File: src/hw/bsfp_pkg.sv
// shared constants and types for the bitstream frame parser
// What this block does
// compression only on frame data, never block memory
// source zero-pads frames on left to 64 bits
// source zero-pads compressed frames right to bytes
// order: comment, preamble header, setup, data frames
// signature then comment skipped, kept out of CRC
// lock on preamble, skip dummy, neither in CRC
// command: opcode, compare flag, 23-bit zero info
// CRC clear command clears CRC, frame+dummy excluded
// identity command starts CRC, checks 32-bit ID
// first control command loads control word zero
// second control command loads control word one
// dictionary command stores sixteen patterns for decompression
// pointer set skips 16 zeros, loads 16-bit address
// auto-increment carries dummy enable, definition, count
// frame count ends command, first block 32
// each frame with parity written at pointer
// ones padding after frames and CRC discarded
// per-frame CRC when compare-at-end flag zero
// compare flag one enables CRC comparison
// mismatch or unknown opcode aborts with error flag
// pointer reset returns pointer to initial address
package bsfp_pkg;
	// register offsets
	localparam logic [7:0] A_CTRL = 8'h00;
	localparam logic [7:0] A_STAT = 8'h04;
	localparam logic [7:0] A_CW0 = 8'h08;
	localparam logic [7:0] A_CW1 = 8'h0c;
	localparam logic [7:0] A_FADDR = 8'h10;
	localparam logic [7:0] A_CRC = 8'h14;
	localparam logic [7:0] A_FCNT = 8'h18;
	// control fields and reset value
	localparam int CTRL_EN_BIT = 0;
	localparam int CTRL_CMP_BIT = 1;
	localparam int CTRL_RST_BIT = 2;
	localparam logic [1:0] CTRL_RESET = 2'h0;
	// status fields
	localparam int ST_STATE_LSB = 0;
	localparam int ST_ERR_LSB = 4;
	localparam int ST_CRCON_BIT = 9;
	localparam int ST_LOAD_BIT = 10;
	// error flag positions
	localparam int ERR_SIG = 0;
	localparam int ERR_OP = 1;
	localparam int ERR_ID = 2;
	localparam int ERR_CRC = 3;
	localparam int ERR_INFO = 4;
	// opcodes
	localparam logic [7:0] OP_CRC_CLR = 8'h3b;
	localparam logic [7:0] OP_ID = 8'he2;
	localparam logic [7:0] OP_ABSENT = 8'hff;
	localparam logic [7:0] OP_CW0 = 8'h22;
	localparam logic [7:0] OP_CW1 = 8'h23;
	localparam logic [7:0] OP_DICT = 8'h02;
	localparam logic [7:0] OP_FADDR = 8'hb4;
	localparam logic [7:0] OP_AINC = 8'hb8;
	localparam logic [7:0] OP_FRST = 8'h46;
	// stream constants
	localparam logic [31:0] PREAMBLE = 32'hffffbdb3;
	localparam logic [15:0] WORD_BYTES = 16'h0004;
	localparam logic [3:0] DUMMY_DEFAULT = 4'h4;
	localparam logic [15:0] DICT_BYTES = 16'h0010;
	localparam logic [15:0] CRC_BYTES = 16'h0002;
	localparam logic [15:0] FADDR_INIT = 16'h8000;
	localparam logic [15:0] FIRST_BLOCK_FRAMES = 16'h0020;
	localparam logic [15:0] CRC_POLY = 16'h8005;
	localparam logic [15:0] CRC_INIT = 16'h0000;
	// parser states
	typedef enum logic [3:0] {
		S_SIG = 4'b0000,
		S_HUNT = 4'b0001,
		S_PDUM = 4'b0010,
		S_CMD = 4'b0011,
		S_SKIP = 4'b0100,
		S_ID = 4'b0101,
		S_CW0 = 4'b0110,
		S_CW1 = 4'b0111,
		S_DICT = 4'b1000,
		S_ADDR = 4'b1001,
		S_AINC = 4'b1010,
		S_FRAME = 4'b1011,
		S_CRC = 4'b1100,
		S_DUMMY = 4'b1101,
		S_ERR = 4'b1110
	} bsfp_state_t;
endpackage

File: src/hw/bsfp_crc_if.sv
// link between the parser and its running CRC engine
`timescale 1ns/1ps
interface bsfp_crc_if;
	logic clr;
	logic en;
	logic [7:0] data;
	logic [15:0] crc;
	modport engine (input clr, input en, input data, output crc);
	modport user (output clr, output en, output data, input crc);
endinterface

File: src/hw/bsfp_crc.sv
// running 16-bit CRC over bytes, most significant bit first
`timescale 1ns/1ps
module bsfp_crc import bsfp_pkg::*; (
	// clock and reset
	input wire logic clk,
	input wire logic rst_n,
	// parser side
	bsfp_crc_if.engine crc_io
);
	logic [15:0] crc_reg;

	// one byte step of the polynomial division
	function automatic logic [15:0] crc_step(input logic [15:0] c, input logic [7:0] d);
		logic [15:0] r;
		r = c;
		for (int i = 7; i >= 0; i--) begin
			r = (r[15] ^ d[i]) ? ((r << 1) ^ CRC_POLY) : (r << 1);
		end
		return r;
	endfunction

	// clear wins over accumulate
	always_ff @(posedge clk or negedge rst_n) begin
		if (!rst_n) begin
			crc_reg <= CRC_INIT;
		end else if (crc_io.clr) begin
			crc_reg <= CRC_INIT;
		end else if (crc_io.en) begin
			crc_reg <= crc_step(crc_reg, crc_io.data);
		end
	end

	assign crc_io.crc = crc_reg;
endmodule

File: src/hw/bsfp_top.sv
// bitstream frame parser with wishbone register access
//
// Chosen here: the Wishbone register port and the register offsets.
`timescale 1ns/1ps
module bsfp_top import bsfp_pkg::*; #(
	parameter logic [31:0] SIGNATURE = 32'h5a3c0f96, // value arbitrary
	parameter logic [31:0] DEVICE_ID = 32'h01234567, // value arbitrary
	parameter logic [15:0] FRAME_BYTES = 16'h0010
) (
	// clock and reset
	input wire logic sys_clk,
	input wire logic resetn,
	// wishbone slave
	input wire logic wb_cyc_i,
	input wire logic wb_stb_i,
	input wire logic wb_we_i,
	input wire logic [7:0] wb_adr_i,
	input wire logic [3:0] wb_sel_i,
	input wire logic [31:0] wb_dat_i,
	output logic [31:0] wb_dat_o,
	output logic wb_ack_o,
	// bitstream byte input
	input wire logic src_valid,
	input wire logic [7:0] src_data,
	output logic src_ready,
	// configuration memory write port
	output logic mem_we,
	output logic [15:0] mem_addr,
	output logic [15:0] mem_offset,
	output logic [15:0] mem_data,
	output logic [1:0] mem_strb,
	// status
	output logic cfg_error
);
	logic [1:0] rst_sync;
	logic rst_n;
	bsfp_state_t state_reg;
	logic [1:0] ctrl_reg;
	logic restart;
	logic [15:0] cnt_reg;
	logic [31:0] word_reg;
	logic [31:0] wnext;
	logic take;
	logic crc_on_reg;
	logic [4:0] err_reg;
	logic [31:0] cw0_reg;
	logic [31:0] cw1_reg;
	logic [7:0] dict_mem [0:15];
	logic [15:0] faddr_reg;
	logic [15:0] frames_left_reg;
	logic [15:0] out_cnt_reg;
	logic [15:0] fcnt_reg;
	logic ai_cmp_reg;
	logic ai_end_reg;
	logic [3:0] dummy_n_reg;
	logic [3:0] skip_n_reg;
	logic cmp_mode_reg;
	logic [15:0] step;
	logic frame_end;
	logic last_frame;
	logic crc_hit;
	logic [7:0] opc;
	logic wb_req;

	bsfp_crc_if crc_bus ();

	bsfp_crc u_crc (
		.clk(sys_clk),
		.rst_n(rst_n),
		.crc_io(crc_bus.engine)
	);

	// reset release through two flops
	always_ff @(posedge sys_clk or negedge resetn) begin
		if (!resetn) begin
			rst_sync <= 2'h0;
		end else begin
			rst_sync <= {rst_sync[0], 1'b1};
		end
	end
	assign rst_n = rst_sync[1];

	// byte handshake and word assembly
	assign take = src_valid && src_ready;
	assign wnext = {word_reg[23:0], src_data};
	assign opc = wnext[31:24];
	assign wb_req = wb_cyc_i && wb_stb_i && !wb_ack_o;
	assign restart = wb_req && wb_we_i && (wb_adr_i == A_CTRL) && wb_sel_i[0] && wb_dat_i[CTRL_RST_BIT];
	// compressed bytes expand to two output bytes
	assign step = cmp_mode_reg ? 16'h0002 : 16'h0001;
	assign frame_end = (state_reg == S_FRAME) && take && (out_cnt_reg + step >= FRAME_BYTES);
	assign last_frame = (frames_left_reg == 16'h0001);
	assign crc_hit = (wnext[15:0] == crc_bus.crc);

	// crc engine control
	always_comb begin
		crc_bus.data = src_data;
		crc_bus.clr = 1'b0;
		crc_bus.en = 1'b0;
		if (restart) begin
			crc_bus.clr = 1'b1;
		end else if (take) begin
			// header, signature, comment and received crc stay out
			crc_bus.en = (crc_on_reg || (state_reg == S_CMD && cnt_reg == 16'h0 &&
				(src_data == OP_ID || src_data == OP_ABSENT))) && state_reg != S_CRC;
			if (state_reg == S_CMD && cnt_reg == 16'h3 && opc == OP_CRC_CLR) begin
				crc_bus.clr = 1'b1;
			end
			if (state_reg == S_CRC && cnt_reg == 16'h1) begin
				crc_bus.clr = 1'b1;
			end
		end
	end

	// crc accumulation window
	always_ff @(posedge sys_clk or negedge rst_n) begin
		if (!rst_n) begin
			crc_on_reg <= 1'b0;
		end else if (restart) begin
			crc_on_reg <= 1'b0;
		end else if (take && state_reg == S_CMD && cnt_reg == 16'h0 && (src_data == OP_ID || src_data == OP_ABSENT)) begin
			// opens on the first opcode byte so the rest of the identity frame is summed too
			crc_on_reg <= 1'b1;
		end else if (take && state_reg == S_CMD && cnt_reg == 16'h3 && opc == OP_CRC_CLR) begin
			crc_on_reg <= 1'b0;
		end
	end

	// word shift register
	always_ff @(posedge sys_clk or negedge rst_n) begin
		if (!rst_n) begin
			word_reg <= 32'h0;
		end else if (take) begin
			word_reg <= wnext;
		end
	end

	// main parsing sequence
	always_ff @(posedge sys_clk or negedge rst_n) begin
		if (!rst_n) begin
			state_reg <= S_SIG;
			cnt_reg <= 16'h0;
			skip_n_reg <= 4'h0;
			err_reg <= 5'h0;
		end else if (restart) begin
			state_reg <= S_SIG;
			cnt_reg <= 16'h0;
			err_reg <= 5'h0;
		end else if (take) begin
			cnt_reg <= cnt_reg + 16'h1;
			unique case (state_reg)
				S_SIG: begin
					if (cnt_reg == 16'h3) begin
						cnt_reg <= 16'h0;
						if (wnext == SIGNATURE) begin
							state_reg <= S_HUNT;
						end else begin
							state_reg <= S_ERR;
							err_reg[ERR_SIG] <= 1'b1;
						end
					end
				end
				S_HUNT: begin
					// comment bytes are dropped until the preamble lines up
					cnt_reg <= 16'h0;
					if (wnext == PREAMBLE) begin
						state_reg <= S_PDUM;
					end
				end
				S_PDUM: begin
					if (cnt_reg == WORD_BYTES - 16'h1) begin
						cnt_reg <= 16'h0;
						state_reg <= S_CMD;
					end
				end
				S_CMD: begin
					if (cnt_reg == 16'h3) begin
						cnt_reg <= 16'h0;
						if (wnext[22:0] != 23'h0 && opc != OP_AINC && opc != OP_FADDR && opc != OP_ABSENT) begin
							state_reg <= S_ERR;
							err_reg[ERR_INFO] <= 1'b1;
						end else begin
							unique case (opc)
								OP_CRC_CLR: begin
									state_reg <= S_SKIP;
									skip_n_reg <= DUMMY_DEFAULT;
								end
								OP_ABSENT: begin
									state_reg <= S_SKIP;
									skip_n_reg <= DUMMY_DEFAULT;
								end
								OP_ID: state_reg <= S_ID;
								OP_CW0: state_reg <= S_CW0;
								OP_CW1: state_reg <= S_CW1;
								OP_DICT: state_reg <= S_DICT;
								OP_FADDR: state_reg <= S_ADDR;
								OP_AINC: state_reg <= S_AINC;
								OP_FRST: state_reg <= S_CMD;
								default: begin
									state_reg <= S_ERR;
									err_reg[ERR_OP] <= 1'b1;
								end
							endcase
						end
					end
				end
				S_SKIP: begin
					if (cnt_reg == {12'h0, skip_n_reg} - 16'h1) begin
						cnt_reg <= 16'h0;
						state_reg <= S_CMD;
					end
				end
				S_ID: begin
					if (cnt_reg == 16'h3) begin
						cnt_reg <= 16'h0;
						if (wnext == DEVICE_ID) begin
							state_reg <= S_CMD;
						end else begin
							state_reg <= S_ERR;
							err_reg[ERR_ID] <= 1'b1;
						end
					end
				end
				S_CW0, S_CW1, S_ADDR: begin
					if (cnt_reg == 16'h3) begin
						cnt_reg <= 16'h0;
						state_reg <= S_CMD;
					end
				end
				S_DICT: begin
					if (cnt_reg == DICT_BYTES - 16'h1) begin
						cnt_reg <= 16'h0;
						state_reg <= S_CMD;
					end
				end
				S_AINC: begin
					if (cnt_reg == 16'h1) begin
						cnt_reg <= 16'h0;
						if (wnext[15:0] == 16'h0) begin
							state_reg <= S_CMD;
						end else if (faddr_reg == FADDR_INIT && wnext[15:0] != FIRST_BLOCK_FRAMES) begin
							state_reg <= S_ERR;
							err_reg[ERR_INFO] <= 1'b1;
						end else begin
							state_reg <= S_FRAME;
						end
					end
				end
				S_FRAME: begin
					cnt_reg <= 16'h0;
					if (frame_end) begin
						state_reg <= (!ai_end_reg || last_frame) ? S_CRC : S_DUMMY;
					end
				end
				S_CRC: begin
					if (cnt_reg == CRC_BYTES - 16'h1) begin
						cnt_reg <= 16'h0;
						if (ai_cmp_reg && !crc_hit) begin
							state_reg <= S_ERR;
							err_reg[ERR_CRC] <= 1'b1;
						end else begin
							state_reg <= S_DUMMY;
						end
					end
				end
				S_DUMMY: begin
					if (cnt_reg == {12'h0, dummy_n_reg} - 16'h1) begin
						cnt_reg <= 16'h0;
						state_reg <= (frames_left_reg == 16'h0) ? S_CMD : S_FRAME;
					end
				end
				S_ERR: begin
					cnt_reg <= 16'h0; // further bytes are sunk, nothing written
				end
				default: begin
					state_reg <= S_ERR;
				end
			endcase
		end
	end

	// control words
	always_ff @(posedge sys_clk or negedge rst_n) begin
		if (!rst_n) begin
			cw0_reg <= 32'h0;
			cw1_reg <= 32'h0;
		end else if (take && cnt_reg == 16'h3) begin
			if (state_reg == S_CW0) begin
				cw0_reg <= wnext;
			end
			if (state_reg == S_CW1) begin
				cw1_reg <= wnext;
			end
		end
	end

	// dictionary capture, first byte received is entry fifteen
	always_ff @(posedge sys_clk) begin
		if (take && state_reg == S_DICT) begin
			dict_mem[4'hf - cnt_reg[3:0]] <= src_data;
		end
	end

	// auto-increment options, counts and frame pointer
	always_ff @(posedge sys_clk or negedge rst_n) begin
		if (!rst_n) begin
			faddr_reg <= FADDR_INIT;
			frames_left_reg <= 16'h0;
			out_cnt_reg <= 16'h0;
			fcnt_reg <= 16'h0;
			ai_cmp_reg <= 1'b0;
			ai_end_reg <= 1'b0;
			dummy_n_reg <= DUMMY_DEFAULT;
			cmp_mode_reg <= 1'b0;
		end else if (restart) begin
			faddr_reg <= FADDR_INIT;
			frames_left_reg <= 16'h0;
			out_cnt_reg <= 16'h0;
			fcnt_reg <= 16'h0;
		end else if (take) begin
			if (state_reg == S_CMD && cnt_reg == 16'h3 && opc == OP_FRST) begin
				faddr_reg <= FADDR_INIT;
			end
			if (state_reg == S_CMD && cnt_reg == 16'h3 && opc == OP_AINC) begin
				ai_cmp_reg <= wnext[23];
				ai_end_reg <= wnext[22];
				// a set definition bit (bit 20) with bit 21 clear takes the low nibble as the padding size
				dummy_n_reg <= (wnext[21] || !wnext[20]) ? DUMMY_DEFAULT : wnext[3:0];
				cmp_mode_reg <= ctrl_reg[CTRL_CMP_BIT];
			end
			if (state_reg == S_ADDR && cnt_reg == 16'h3) begin
				faddr_reg <= wnext[15:0];
			end
			if (state_reg == S_AINC && cnt_reg == 16'h1) begin
				frames_left_reg <= wnext[15:0];
				out_cnt_reg <= 16'h0;
			end
			if (state_reg == S_FRAME) begin
				out_cnt_reg <= frame_end ? 16'h0 : out_cnt_reg + step;
				if (frame_end) begin
					faddr_reg <= faddr_reg + 16'h1;
					frames_left_reg <= frames_left_reg - 16'h1;
					fcnt_reg <= fcnt_reg + 16'h1;
				end
			end
		end
	end

	// frame data writes to configuration memory
	always_ff @(posedge sys_clk or negedge rst_n) begin
		if (!rst_n) begin
			mem_we <= 1'b0;
			mem_addr <= 16'h0;
			mem_offset <= 16'h0;
			mem_data <= 16'h0;
			mem_strb <= 2'h0;
		end else begin
			mem_we <= take && state_reg == S_FRAME && !restart;
			if (take && state_reg == S_FRAME) begin
				mem_addr <= faddr_reg;
				mem_offset <= out_cnt_reg;
				if (cmp_mode_reg) begin
					mem_data <= {dict_mem[src_data[7:4]], dict_mem[src_data[3:0]]};
					mem_strb <= 2'h3;
				end else begin
					mem_data <= {8'h0, src_data};
					mem_strb <= 2'h1;
				end
			end
		end
	end

	// source handshake and error output
	always_ff @(posedge sys_clk or negedge rst_n) begin
		if (!rst_n) begin
			src_ready <= 1'b0;
			cfg_error <= 1'b0;
		end else begin
			src_ready <= ctrl_reg[CTRL_EN_BIT] && !restart;
			cfg_error <= (state_reg == S_ERR);
		end
	end

	// control register writes
	always_ff @(posedge sys_clk or negedge rst_n) begin
		if (!rst_n) begin
			ctrl_reg <= CTRL_RESET;
		end else if (wb_req && wb_we_i && wb_adr_i == A_CTRL && wb_sel_i[0]) begin
			ctrl_reg <= wb_dat_i[1:0];
		end
	end

	// wishbone ack and read data, one wait state
	always_ff @(posedge sys_clk or negedge rst_n) begin
		if (!rst_n) begin
			wb_ack_o <= 1'b0;
			wb_dat_o <= 32'h0;
		end else begin
			wb_ack_o <= wb_req;
			if (wb_req && !wb_we_i) begin
				unique case (wb_adr_i)
					A_CTRL: wb_dat_o <= {30'h0, ctrl_reg};
					A_STAT: wb_dat_o <= {21'h0, state_reg == S_FRAME, crc_on_reg, err_reg, state_reg};
					A_CW0: wb_dat_o <= cw0_reg;
					A_CW1: wb_dat_o <= cw1_reg;
					A_FADDR: wb_dat_o <= {16'h0, faddr_reg};
					A_CRC: wb_dat_o <= {16'h0, crc_bus.crc};
					A_FCNT: wb_dat_o <= {16'h0, fcnt_reg};
					default: wb_dat_o <= 32'h0;
				endcase
			end
		end
	end
endmodule

File: config.mk
export PLATFORM = sky130hd
export DESIGN_NAME = bsfp_top
export DESIGN_NICKNAME = d
export VERILOG_FILES = /design/src/hw/bsfp_pkg.sv /design/src/hw/bsfp_crc_if.sv /design/src/hw/bsfp_crc.sv /design/src/hw/bsfp_top.sv
export SDC_FILE = /design/constraint.sdc
export NUM_CORES = 1
export LEC_CHECK = 0
export BUFFER_PORTS_ARGS = -buffer_cell sky130_fd_sc_hd__buf_2
export CAP_MARGIN = 20
export CORE_MARGIN = 3
export CORE_UTILIZATION = 25
export CTS_CLUSTER_DIAMETER = 120
export DETAILED_ROUTE_END_ITERATION = 8
export GPL_ROUTABILITY_DRIVEN = 0
export SLEW_MARGIN = 20
export SYNTH_ARGS = -nofsm -noshare
export SYNTH_HDL_FRONTEND = slang
export SYNTH_HIERARCHICAL = 1
export SYNTH_SLANG_ARGS = --single-unit
File: constraint.sdc
create_clock -name sys_clk -period 10.8 [get_ports sys_clk]
set_input_delay 3.24 -clock sys_clk [delete_from_list [all_inputs] [get_ports sys_clk]]
set_output_delay 3.24 -clock sys_clk [all_outputs]
set_load 0.01 [all_outputs]
== After elaboration in Yosys (flattened, before gate mapping) ==
Memory sizes are Yosys's and may differ from the RTL's.
Cells that the tools add are included.

* Reductions and logical operators: 82
* Equal/unequal tests: 66
* Shifts and indexed selects: 0
* Add/sub/neg operators: 8
* Order comparisons: 1
* Divide/modulo/power cells: 0
* Mux-type cells: 98
* Multipliers: 0
* Bitwise operators: 18

{| class="wikitable"
|+ Operator list
! kind !! count
|-
| $mux W16 || 38
|-
| $pmux W32 S7 || 1
|-
| $pmux W16 S6 || 1
|-
| $mux W4 || 19
|-
| $add A16 B1 Y16 const B || 3
|-
| $eq A16 B16 Y1 || 3
|-
| $eq A8 B8 Y1 const B || 6
|-
| $logic_not A16 Y1 || 3
|-
| $pmux W4 S12 || 1
|-
| $ne A3 B3 Y1 const B || 12
|-
| $logic_and A1 B1 Y1 || 34
|-
| $eq A16 B1 Y1 const B || 2
|-
| $eq A32 B25 Y1 const B || 1
|-
| $eq A32 B31 Y1 const B || 1
|-
| $eq A32 B32 Y1 const B || 1
|-
| $pmux W4 S8 || 1
|-
| $mux W1 || 30
|-
| $eq A4 B4 Y1 const B || 7
|-
| $eq A8 B5 Y1 const B || 3
|-
| $eq A8 B6 Y1 const B || 3
|-
| $ne A8 B8 Y1 const B || 3
|-
| $not A3 Y3 || 8
|-
| $reduce_bool A23 Y1 || 1
|-
| $reduce_bool A2 Y1 || 11
|-
| 45 further kinds || 80
|}

* Register bits: 292
* Bits in latches: 0
* Input bits: 58
* Logic and storage cells: 306
* Memory bits (writable): 128
* Memories: 1
* Output and inout bits: 86
* ROM bits: 0

{| class="wikitable"
|+ Memory list
! memory !! depth !! bits a word !! read ports !! clocked after Yosys merged registers in !! wr ports !! line !! source
|-
| dict_mem || 16 || 8 || 2 || 0 || 1 || bsfp_top.sv:48 || <nowiki>logic [7:0] dict_mem [0:15];</nowiki>
|}

== Longest topological paths before layout ==
Gate-level depths: netlist (run 1).

* Word-level depth: 18
* Gate-level depth with buffers: 15

== Modules after synthesis ==
The synthesis (run 1) kept the hierarchy.

{| class="wikitable"
|+ By module, submodules not included
! module !! instances !! area each (sq um) !! cells an instance
|-
| bsfp_top || 1 || 20688.6 || 1825
|-
| bsfp_crc || 1 || 848.3 || 78
|}

== Worst setup path before layout (run 1) ==
OpenSTA, ideal clock, no wires.

* Kind: input -> register
* From: in src_data[1]
* To: reg u_crc.crc_reg[10], in the netlist u_crc/crc_io.crc[10]
* Setup time: 0.132 ns
* Stages: 12
* Data arrival time: 5.559 ns
* Setup slack: 5.109 ns
* Buffers on the path: 5
* Cells stage by stage: clkbuf_1 > clkbuf_1 > clkbuf_1 > nand2_1 > nor4_1 > and3_1 > o21ai_0 > nor2_1 > clkbuf_1 > buf_1 > mux2i_1 > nor2_1

* Longest elaborated chain between the ends: 8
* Elaborated cells between the ends (all ways): 9
* Those cells by class: eq/ne (2); mux (2); reduce/logical (5)

{| class="wikitable"
|+ RTL lines
! element !! line !! source
|-
| start, declared || bsfp_top.sv:24 || <nowiki>input wire logic [7:0] src_data,</nowiki>
|-
| $eq A8 B8 Y1 || bsfp_top.sv:105 || <nowiki>(src_data == OP_ID || src_data == OP_ABSENT))) && state_reg != S_CRC;</nowiki>
|-
| $logic_or A1 B1 Y1 (*) || bsfp_top.sv:105 ||
|-
| $logic_and A1 B1 Y1 (*) || bsfp_top.sv:104 || <nowiki>crc_bus.en = (crc_on_reg || (state_reg == S_CMD && cnt_reg == 16'h0 &&</nowiki>
|-
| $logic_or A1 B1 Y1 (*) || bsfp_top.sv:104 ||
|-
| $logic_and A1 B1 Y1 (*) || bsfp_top.sv:105 ||
|-
| $mux W1 (*) || bsfp_top.sv:102 || <nowiki>end else if (take) begin</nowiki>
|-
| $mux W1 (*) || bsfp_top.sv:100 || <nowiki>if (restart) begin</nowiki>
|-
| named net crc_bus.en || bsfp_crc_if.sv:5 || <nowiki>logic en;</nowiki>
|-
| $reduce_bool A2 Y1 (no line) (*) || -- ||
|-
| end signal, assigned || bsfp_crc.sv:29 || <nowiki>crc_reg <= crc_step(crc_reg, crc_io.data);</nowiki>
|-
| end, declared || bsfp_crc.sv:10 || <nowiki>logic [15:0] crc_reg;</nowiki>
|}

Mark *: on every way through the listed nets, which the timed path passes. The rest lies on a longest branch.
A chain may end at the register's enable or synchronous reset.

== Worst setup path after layout (run 1) ==
* From: in wb_adr_i[1]
* To: reg cnt_reg[8]

* Longest elaborated chain between the ends: 5
* Elaborated cells between the ends (all ways): 6
* Those cells by class: mux (1); reduce/logical (5)

{| class="wikitable"
|+ RTL lines
! element !! line !! source
|-
| start, declared || bsfp_top.sv:17 || <nowiki>input wire logic [7:0] wb_adr_i,</nowiki>
|-
| $logic_not A8 Y1 (*) || bsfp_top.sv:88 || <nowiki>assign restart = wb_req && wb_we_i && (wb_adr_i == A_CTRL) && wb_sel_i[0] && wb_dat_i[CTRL_RST_BIT];</nowiki>
|-
| $logic_and A1 B1 Y1 (*) (3 in series) || bsfp_top.sv:88 ||
|-
| $mux W16 or $reduce_bool A2 Y1 (tied branches) || -- ||
|-
| end signal, assigned || bsfp_top.sv:150 || <nowiki>cnt_reg <= cnt_reg + 16'h1;</nowiki>
|-
| end, declared || bsfp_top.sv:40 || <nowiki>logic [15:0] cnt_reg;</nowiki>
|}

Mark *: on every way between the ends. The rest lies on a longest branch, timed or not.

==> results of run 1 <==
power by group through the flow:
stage                     Clock, mW  Combinational, mW  Sequential [mW]
after global placement            0              0.228             1.74
final                          1.53              0.227             1.70
after global routing           1.64              0.249             1.71
after floorplan                   0              0.128             1.74
after detailed placement          0              0.229             1.74
after CTS                      1.57              0.230             1.71
cells by family (layout without fill, tap and decap cells):
family | count (synthesis) | count (layout) | synth area share (%)
compound gates | 337 | 337 | 11.33
xor+xnor | 54 | 54 | 2.231
fa+ha+maj | 13 | 13 | 0.7901
buf+inv | 172 | 248 | 3.457
flops | 420 | 420 | 51.79
mux | 179 | 179 | 13.75
other cells | 1 | 2 | 0.01741
simple gates | 727 | 727 | 16.63
worst max path at each step:
stage	depth (start not counted)	to	slack (ns)	startpoint
2_1_floorplan	0	ai_cmp_reg$_DFFE_PN0P_	2.06	rst_sync[1]$_DFF_PN0_
3_3_place_gp	9	u_crc/crc_io.crc[15]$_DFFE_PN0P_	4.70	src_data[1]
3_5_place_dp	6	mem_data[7]$_DFFE_PN0P_	4.83	src_data[0]
4_1_cts	9	state_reg[2]$_DFFE_PN0P_	5.44	src_data[1]
5_1_grt	9	state_reg[2]$_DFFE_PN0P_	5.10	src_data[1]
6_report	8	cnt_reg[8]$_DFFE_PN0N_	5.44	wb_adr_i[1]
placed cells by master (no fill, tap or decap), drive strengths merged, types with 13 or more instances in the layout:
| cell type | n |
|---|---|
| a211oi | 16 |
| a21o | 14 |
| a21oi | 68 |
| a222oi | 16 |
| a22o | 18 |
| a22oi | 24 |
| a31oi | 24 |
| and2 | 22 |
| and3 | 21 |
| buf | 141 |
| clkbuf | 53 |
| dfrtp | 290 |
| edfxtp | 128 |
| inv | 35 |
| mux2 | 71 |
| mux2i | 30 |
| mux4 | 78 |
| nand2 | 310 |
| nand2b | 13 |
| nand3 | 52 |
| nand4 | 42 |
| nor2 | 127 |
| nor3 | 39 |
| nor4 | 20 |
| o211ai | 13 |
| o21ai | 54 |
| o31ai | 13 |
| or3 | 17 |
| or4 | 13 |
| xnor2 | 47 |
final cells by class:
| type | count | area (sq um) | area share [%] |
|---|---|---|---|
| clock buffer | 53 | 1134 | 4.604 |
| inverter | 30 | 112.6 | 0.4574 |
| multi-input combinational | 1311 | 9676 | 39.30 |
| timing repair buffer | 141 | 798.3 | 3.242 |
| sequential | 420 | 11160 | 45.31 |
| antenna | 1 | 2.502 | 0.01016 |
| tap | 1144 | 1431 | 5.814 |
| clock inverter | 24 | 310.3 | 1.260 |
per-stage QoR:
stage          util (%)  cell area [sq um]  setup slack [ns]
2_1_floorplan         -              21540             2.063
3_5_place_dp      27.17              23170             4.834
3_3_place_gp      27.17              23170             4.702
4_1_cts           28.86              24620             5.445
5_1_grt           28.87              24620             5.096
6_report          28.87              24620             5.440
metal layers:
metal  wire length (um)  up-vias
met4               2556        2
met3               3141      135
met2              29810      494
met5                 13        -
li1                   -     7144
met1              26660     7990
==> results.cfg, run 1 <==
[pwr]
clkPwrFrac_pct = 44.2
seqPwrFrac_pct = 49.2
swShare_pct = 24.38
vdd_drop_max_mv = 0.1055
combPwrFrac_pct = 6.5
netSwitchingPower_mw = 0.8443
finalPower_mw = 3.463
internal_power_mw = 2.619
power_density_mw_per_mm2 = 140.7
power_leakage_nw = 9.924

[hold_path]
min_path_type = reg -> reg
hold_end = rst_sync[1]$_DFF_PN0_
min_delay_path_depth = 0
min_from = rst_sync[0]$_DFF_PN0_

[global_route]
grt_pass1_wl_um = 96180
grt_pass1_vias = 15530
grt_max_degree = 162
grt.total_usage_pct = 13.49
antenna_found_initial = 2
grt_use_met1_pct = 17.73
grtUsageMet3_pct = 1.630
grt_most_used_layer = met2
overflow = 0
met2_usage_pct = 22.60

[clock_tree]
cts_resized = 0
clk_path_buf_depth = 3
cts_sinks = 420
clkSlewWorstSetupHoldPaths_ns = 0.07
cts_root_buffer = clkbuf_16
htree_levels = 2
clk_latency_ns = 0.59
cts_setup_buffers = 0
cts_tree = yes
cts_hold_buf = 0
cts_buffers = 43

[placement]
port_buffers = 111
dpl.cell_count = 3046
dp_hpwl_um = 40920

[setup_path]
worstPathBufferInverterCount = 3
crit_slowest_cell = and4bb_2
cp_common_cell = buf_4
cp-end-kind = flop
r2r_end = frames_left_reg[3]$_DFFE_PN0N_
cp_top_family = simple AND/OR/NAND/NOR gates
rrSetupSlack_ns = 6.24
path_max_fanout = 38
worstPathRequired_ns = 11.27
startpoint_type = primary input
critPathMaxStageDelay_ns = 0.54
rr_worst_depth = 10
worstReg2RegStart = cmp_mode_reg$_DFFE_PN0P_
critPathKind = in -> reg
arrival_ns = 5.83
path_cells = buf_2, nor3_1, and4bb_2, and3_1, buf_4, nor2_1, buf_4, a221o_1

[flow_run]
maxCapViolCount = 0

[sta]
setup_tns_ns = 0
hold_viol = 0
slew-limit-headroom_pct = 22.80
setup_viol = 0
min_period_ns = 5.360
max_freq_ghz = 0.1866
worst_pin_slew_ns = 1.154
rsz0062_at_grt = no
clock_skew_ns = 0.03743
post-route-period-util_pct = 49.63
whs_ns = 0.3503
report.final.slew_viol_count = 0

[layout]
final_cells = 3124
fin_nets = 2018
largest_reg_flops = 128
area_delta_synth_final_pct = 14.32
num-fill-cells = 8762
drive_gt1_share_pct = 20.82

[routing]
drtIter0Drc = 1375
viasPerCell = 5.046
drc_errors = 0
dr.pass1.iters = 6
vias = 15770
wl_per_cell_um = 19.91
postRouteWirelength_um = 62190
drtAntennaViolNets = 0

[logic_synthesis]
ys_top_cells_by_count = 309 x nand2_1, 290 x dfrtp_1, 128 x edfxtp_1, 125 x nor2_1, 97 x clkbuf_1
synth_top_cell_by_area = dfrtp_1
async_flop_share_pct = 69.52
syn_area_sq_mm = 0.02154
ys_types = 102
ys_dominant_reg_cell = dfrtp_1
synth_top_area_share_pct = 33.70
yosys.cell_count.top_type = nand2_1
ys_seq_elements = 420
synth_edf_count = 128
syn_inst = 1903
ys_seq_area_share_pct = 51.79
synth_area_leaders = dfrtp_1 34%, edfxtp_1 18%, mux4_2 8.2%, nand2_1 5.4%, mux2_2 2.2%
synth_nets = 1974
ys_warn_count = 6
avgSynthCellArea_sq_um = 11.32

[die]
dieHeight_um = 299.5
core_sq_mm = 0.08528
dieWidth_um = 299.5
fp-row-count = 107
initial_core_util_pct = 25.25
io_pins = 144
die-area_sq_mm = 0.08971

[status]
status = finished clean
(Power assumes the default switching activity.)
==> inputs of run 2 (changes only) <==
==> constraint.sdc (replaced) <==
create_clock -name sys_clk -period 5.1 [get_ports sys_clk]
set_input_delay 1.53 -clock sys_clk [delete_from_list [all_inputs] [get_ports sys_clk]]
set_output_delay 1.53 -clock sys_clk [all_outputs]
set_load 0.01 [all_outputs]
==> run 2 against run 1 <==
Wire length up 1.1%. Via count about the same. Highest routed layer unchanged. Setup slack worse by 4.4 ns.
==> results.cfg, run 2 (same netlist as run 1, synthesis figures left out) <==
[status]
status = finished clean

[global_route]
overflow = 0
grt_most_used_layer = met2
antenna_found_initial = 4
grt_pass1_vias = 15790
grt_max_degree = 155
grt.total_usage_pct = 13.76
grtUsageMet3_pct = 1.854
grt_pass1_wl_um = 97740
met2_usage_pct = 22.82
grt_use_met1_pct = 17.87

[pwr]
power_density_mw_per_mm2 = 298.3
power_leakage_nw = 10.02
vdd_drop_max_mv = 0.2099

[sta]
whs_ns = 0.3483
hold_viol = 0
min_period_ns = 4.015
setup_viol = 0
slew-limit-headroom_pct = 25.21
max_freq_ghz = 0.2491
report.final.slew_viol_count = 0
setup_tns_ns = 0
clock_skew_ns = 0.02007
worst_pin_slew_ns = 1.122
post-route-period-util_pct = 78.72
fin_ws_ns = 1.085
rsz0062_at_grt = no

[setup_path]
critPathKind = reg -> reg
path_max_fanout = 28
rrSetupSlack_ns = 1.09
worstPathRequired_ns = 5.57
arrival_ns = 4.49
cp-startpoint = cmp_mode_reg$_DFFE_PN0P_
cp-end-kind = flop
startpoint_type = flop
r2r_end = frames_left_reg[3]$_DFFE_PN0N_
rr_worst_depth = 11
worstReg2RegStart = cmp_mode_reg$_DFFE_PN0P_

[clock_tree]
cts_sinks = 420
cts_setup_buffers = 0
cts_resized = 0
cts_buffers = 43
cts_tree = yes
clk_path_buf_depth = 3
clkSlewWorstSetupHoldPaths_ns = 0.07
htree_levels = 2
clk_latency_ns = 0.58
cts_hold_buf = 0
cts_root_buffer = clkbuf_16

[die]
dieHeight_um = 299.5
die-area_sq_mm = 0.08971
fp-row-count = 107
io_pins = 144
core_sq_mm = 0.08528
initial_core_util_pct = 25.25
dieWidth_um = 299.5

[routing]
viasPerCell = 5.028
vias = 15780
drtIter0Drc = 1406
drc_errors = 0
drtAntennaViolNets = 0
postRouteWirelength_um = 62860
wl_per_cell_um = 20.03
dr.pass1.iters = 6

[placement]
dp_slack_ns = 0.9233
port_buffers = 111
dp_hpwl_um = 42160

[layout]
drive_gt1_share_pct = 21.69
area_delta_synth_final_pct = 15.00
final_common_cell = nand2_1
fin_nets = 2029
layout_common_cells = 308 x nand2_1, 289 x dfrtp_1, 128 x edfxtp_1
largest_reg_flops = 128

[hold_path]
hold_end = rst_sync[1]$_DFF_PN0_
min_delay_path_depth = 0
min_from = rst_sync[0]$_DFF_PN0_
min_path_type = reg -> reg

[flow_run]
maxCapViolCount = 0
[run 2: changes by cell type in the layout (fill, tap and decap cells not counted), sizes merged]
cell / change
inv: -3
clkbuf: +3
diode: +1
clkinvlp: +1
buf: +11
bufinv: -1
clkinv: +2
[run 2: power by group]
group	switching, mW	total [mW]	internal [mW]
combinational	0.295	0.488	0.193
clock	1.44	3.30	1.86
sequential	0.0672	3.60	3.54
total	1.80	7.39	5.59
[run 2: how the worst max path moves through the flow]
stage                                       endpoint  slack [ns]  cells past startpoint
finish                frames_left_reg[3]$_DFFE_PN0N_        1.09                     11
global placement             mem_data[6]$_DFFE_PN0P_        0.95                      6
floorplan                     ai_cmp_reg$_DFFE_PN0P_        0.32                      0
CTS                         faddr_reg[0]$_DFFE_PN0N_        1.08                     12
detailed placement  u_crc/crc_io.crc[11]$_DFFE_PN0P_        0.92                     10
global route                faddr_reg[0]$_DFFE_PN0N_        0.79                     12
[run 2: critical path, cell delays in order, from the launching register on]
cell and delay [ns]:
dfrtp_1 0.32, buf_4 0.32, inv_1 0.12, ha_1 0.24
fa_1 0.50, and4_1 0.19, o21ai_0 0.15, mux2i_1 0.15
and3_1 0.37, a21oi_4 0.77, o21ai_1 0.44, a211oi_1 0.32
[run 2: per-layer routing]
layer	share of wire (%)	routed length, um
met1	42	26480
met2	48	29980
met3	5.5	3445
met4	4.7	2940
met5	0.021	13
[run 2: cell type report]
class	instances	area, sq um
clock buffers	56	1215
fillers	8744	60510
inverters	30	112.6
multi-input cells	1311	9671
well taps	1144	1431
diodes	2	5.005
clock inverters	23	257.7
repair buffers	152	918.4
flip-flops and latches	420	11160
[run 2: through the flow]
step | std cells | utilization [%] | instance area (sq um) | power [mW]
3_5_place_dp | 3057 | 27.31 | 23290 | 4.160
2_1_floorplan | 1903 | - | 21540 | 3.962
6_report | 3138 | 29.04 | 24770 | 7.388
3_3_place_gp | 3057 | 27.31 | 23290 | 4.157
4_1_cts | 3136 | 29.03 | 24760 | 7.478
5_1_grt | 3136 | 29.04 | 24760 | 7.656
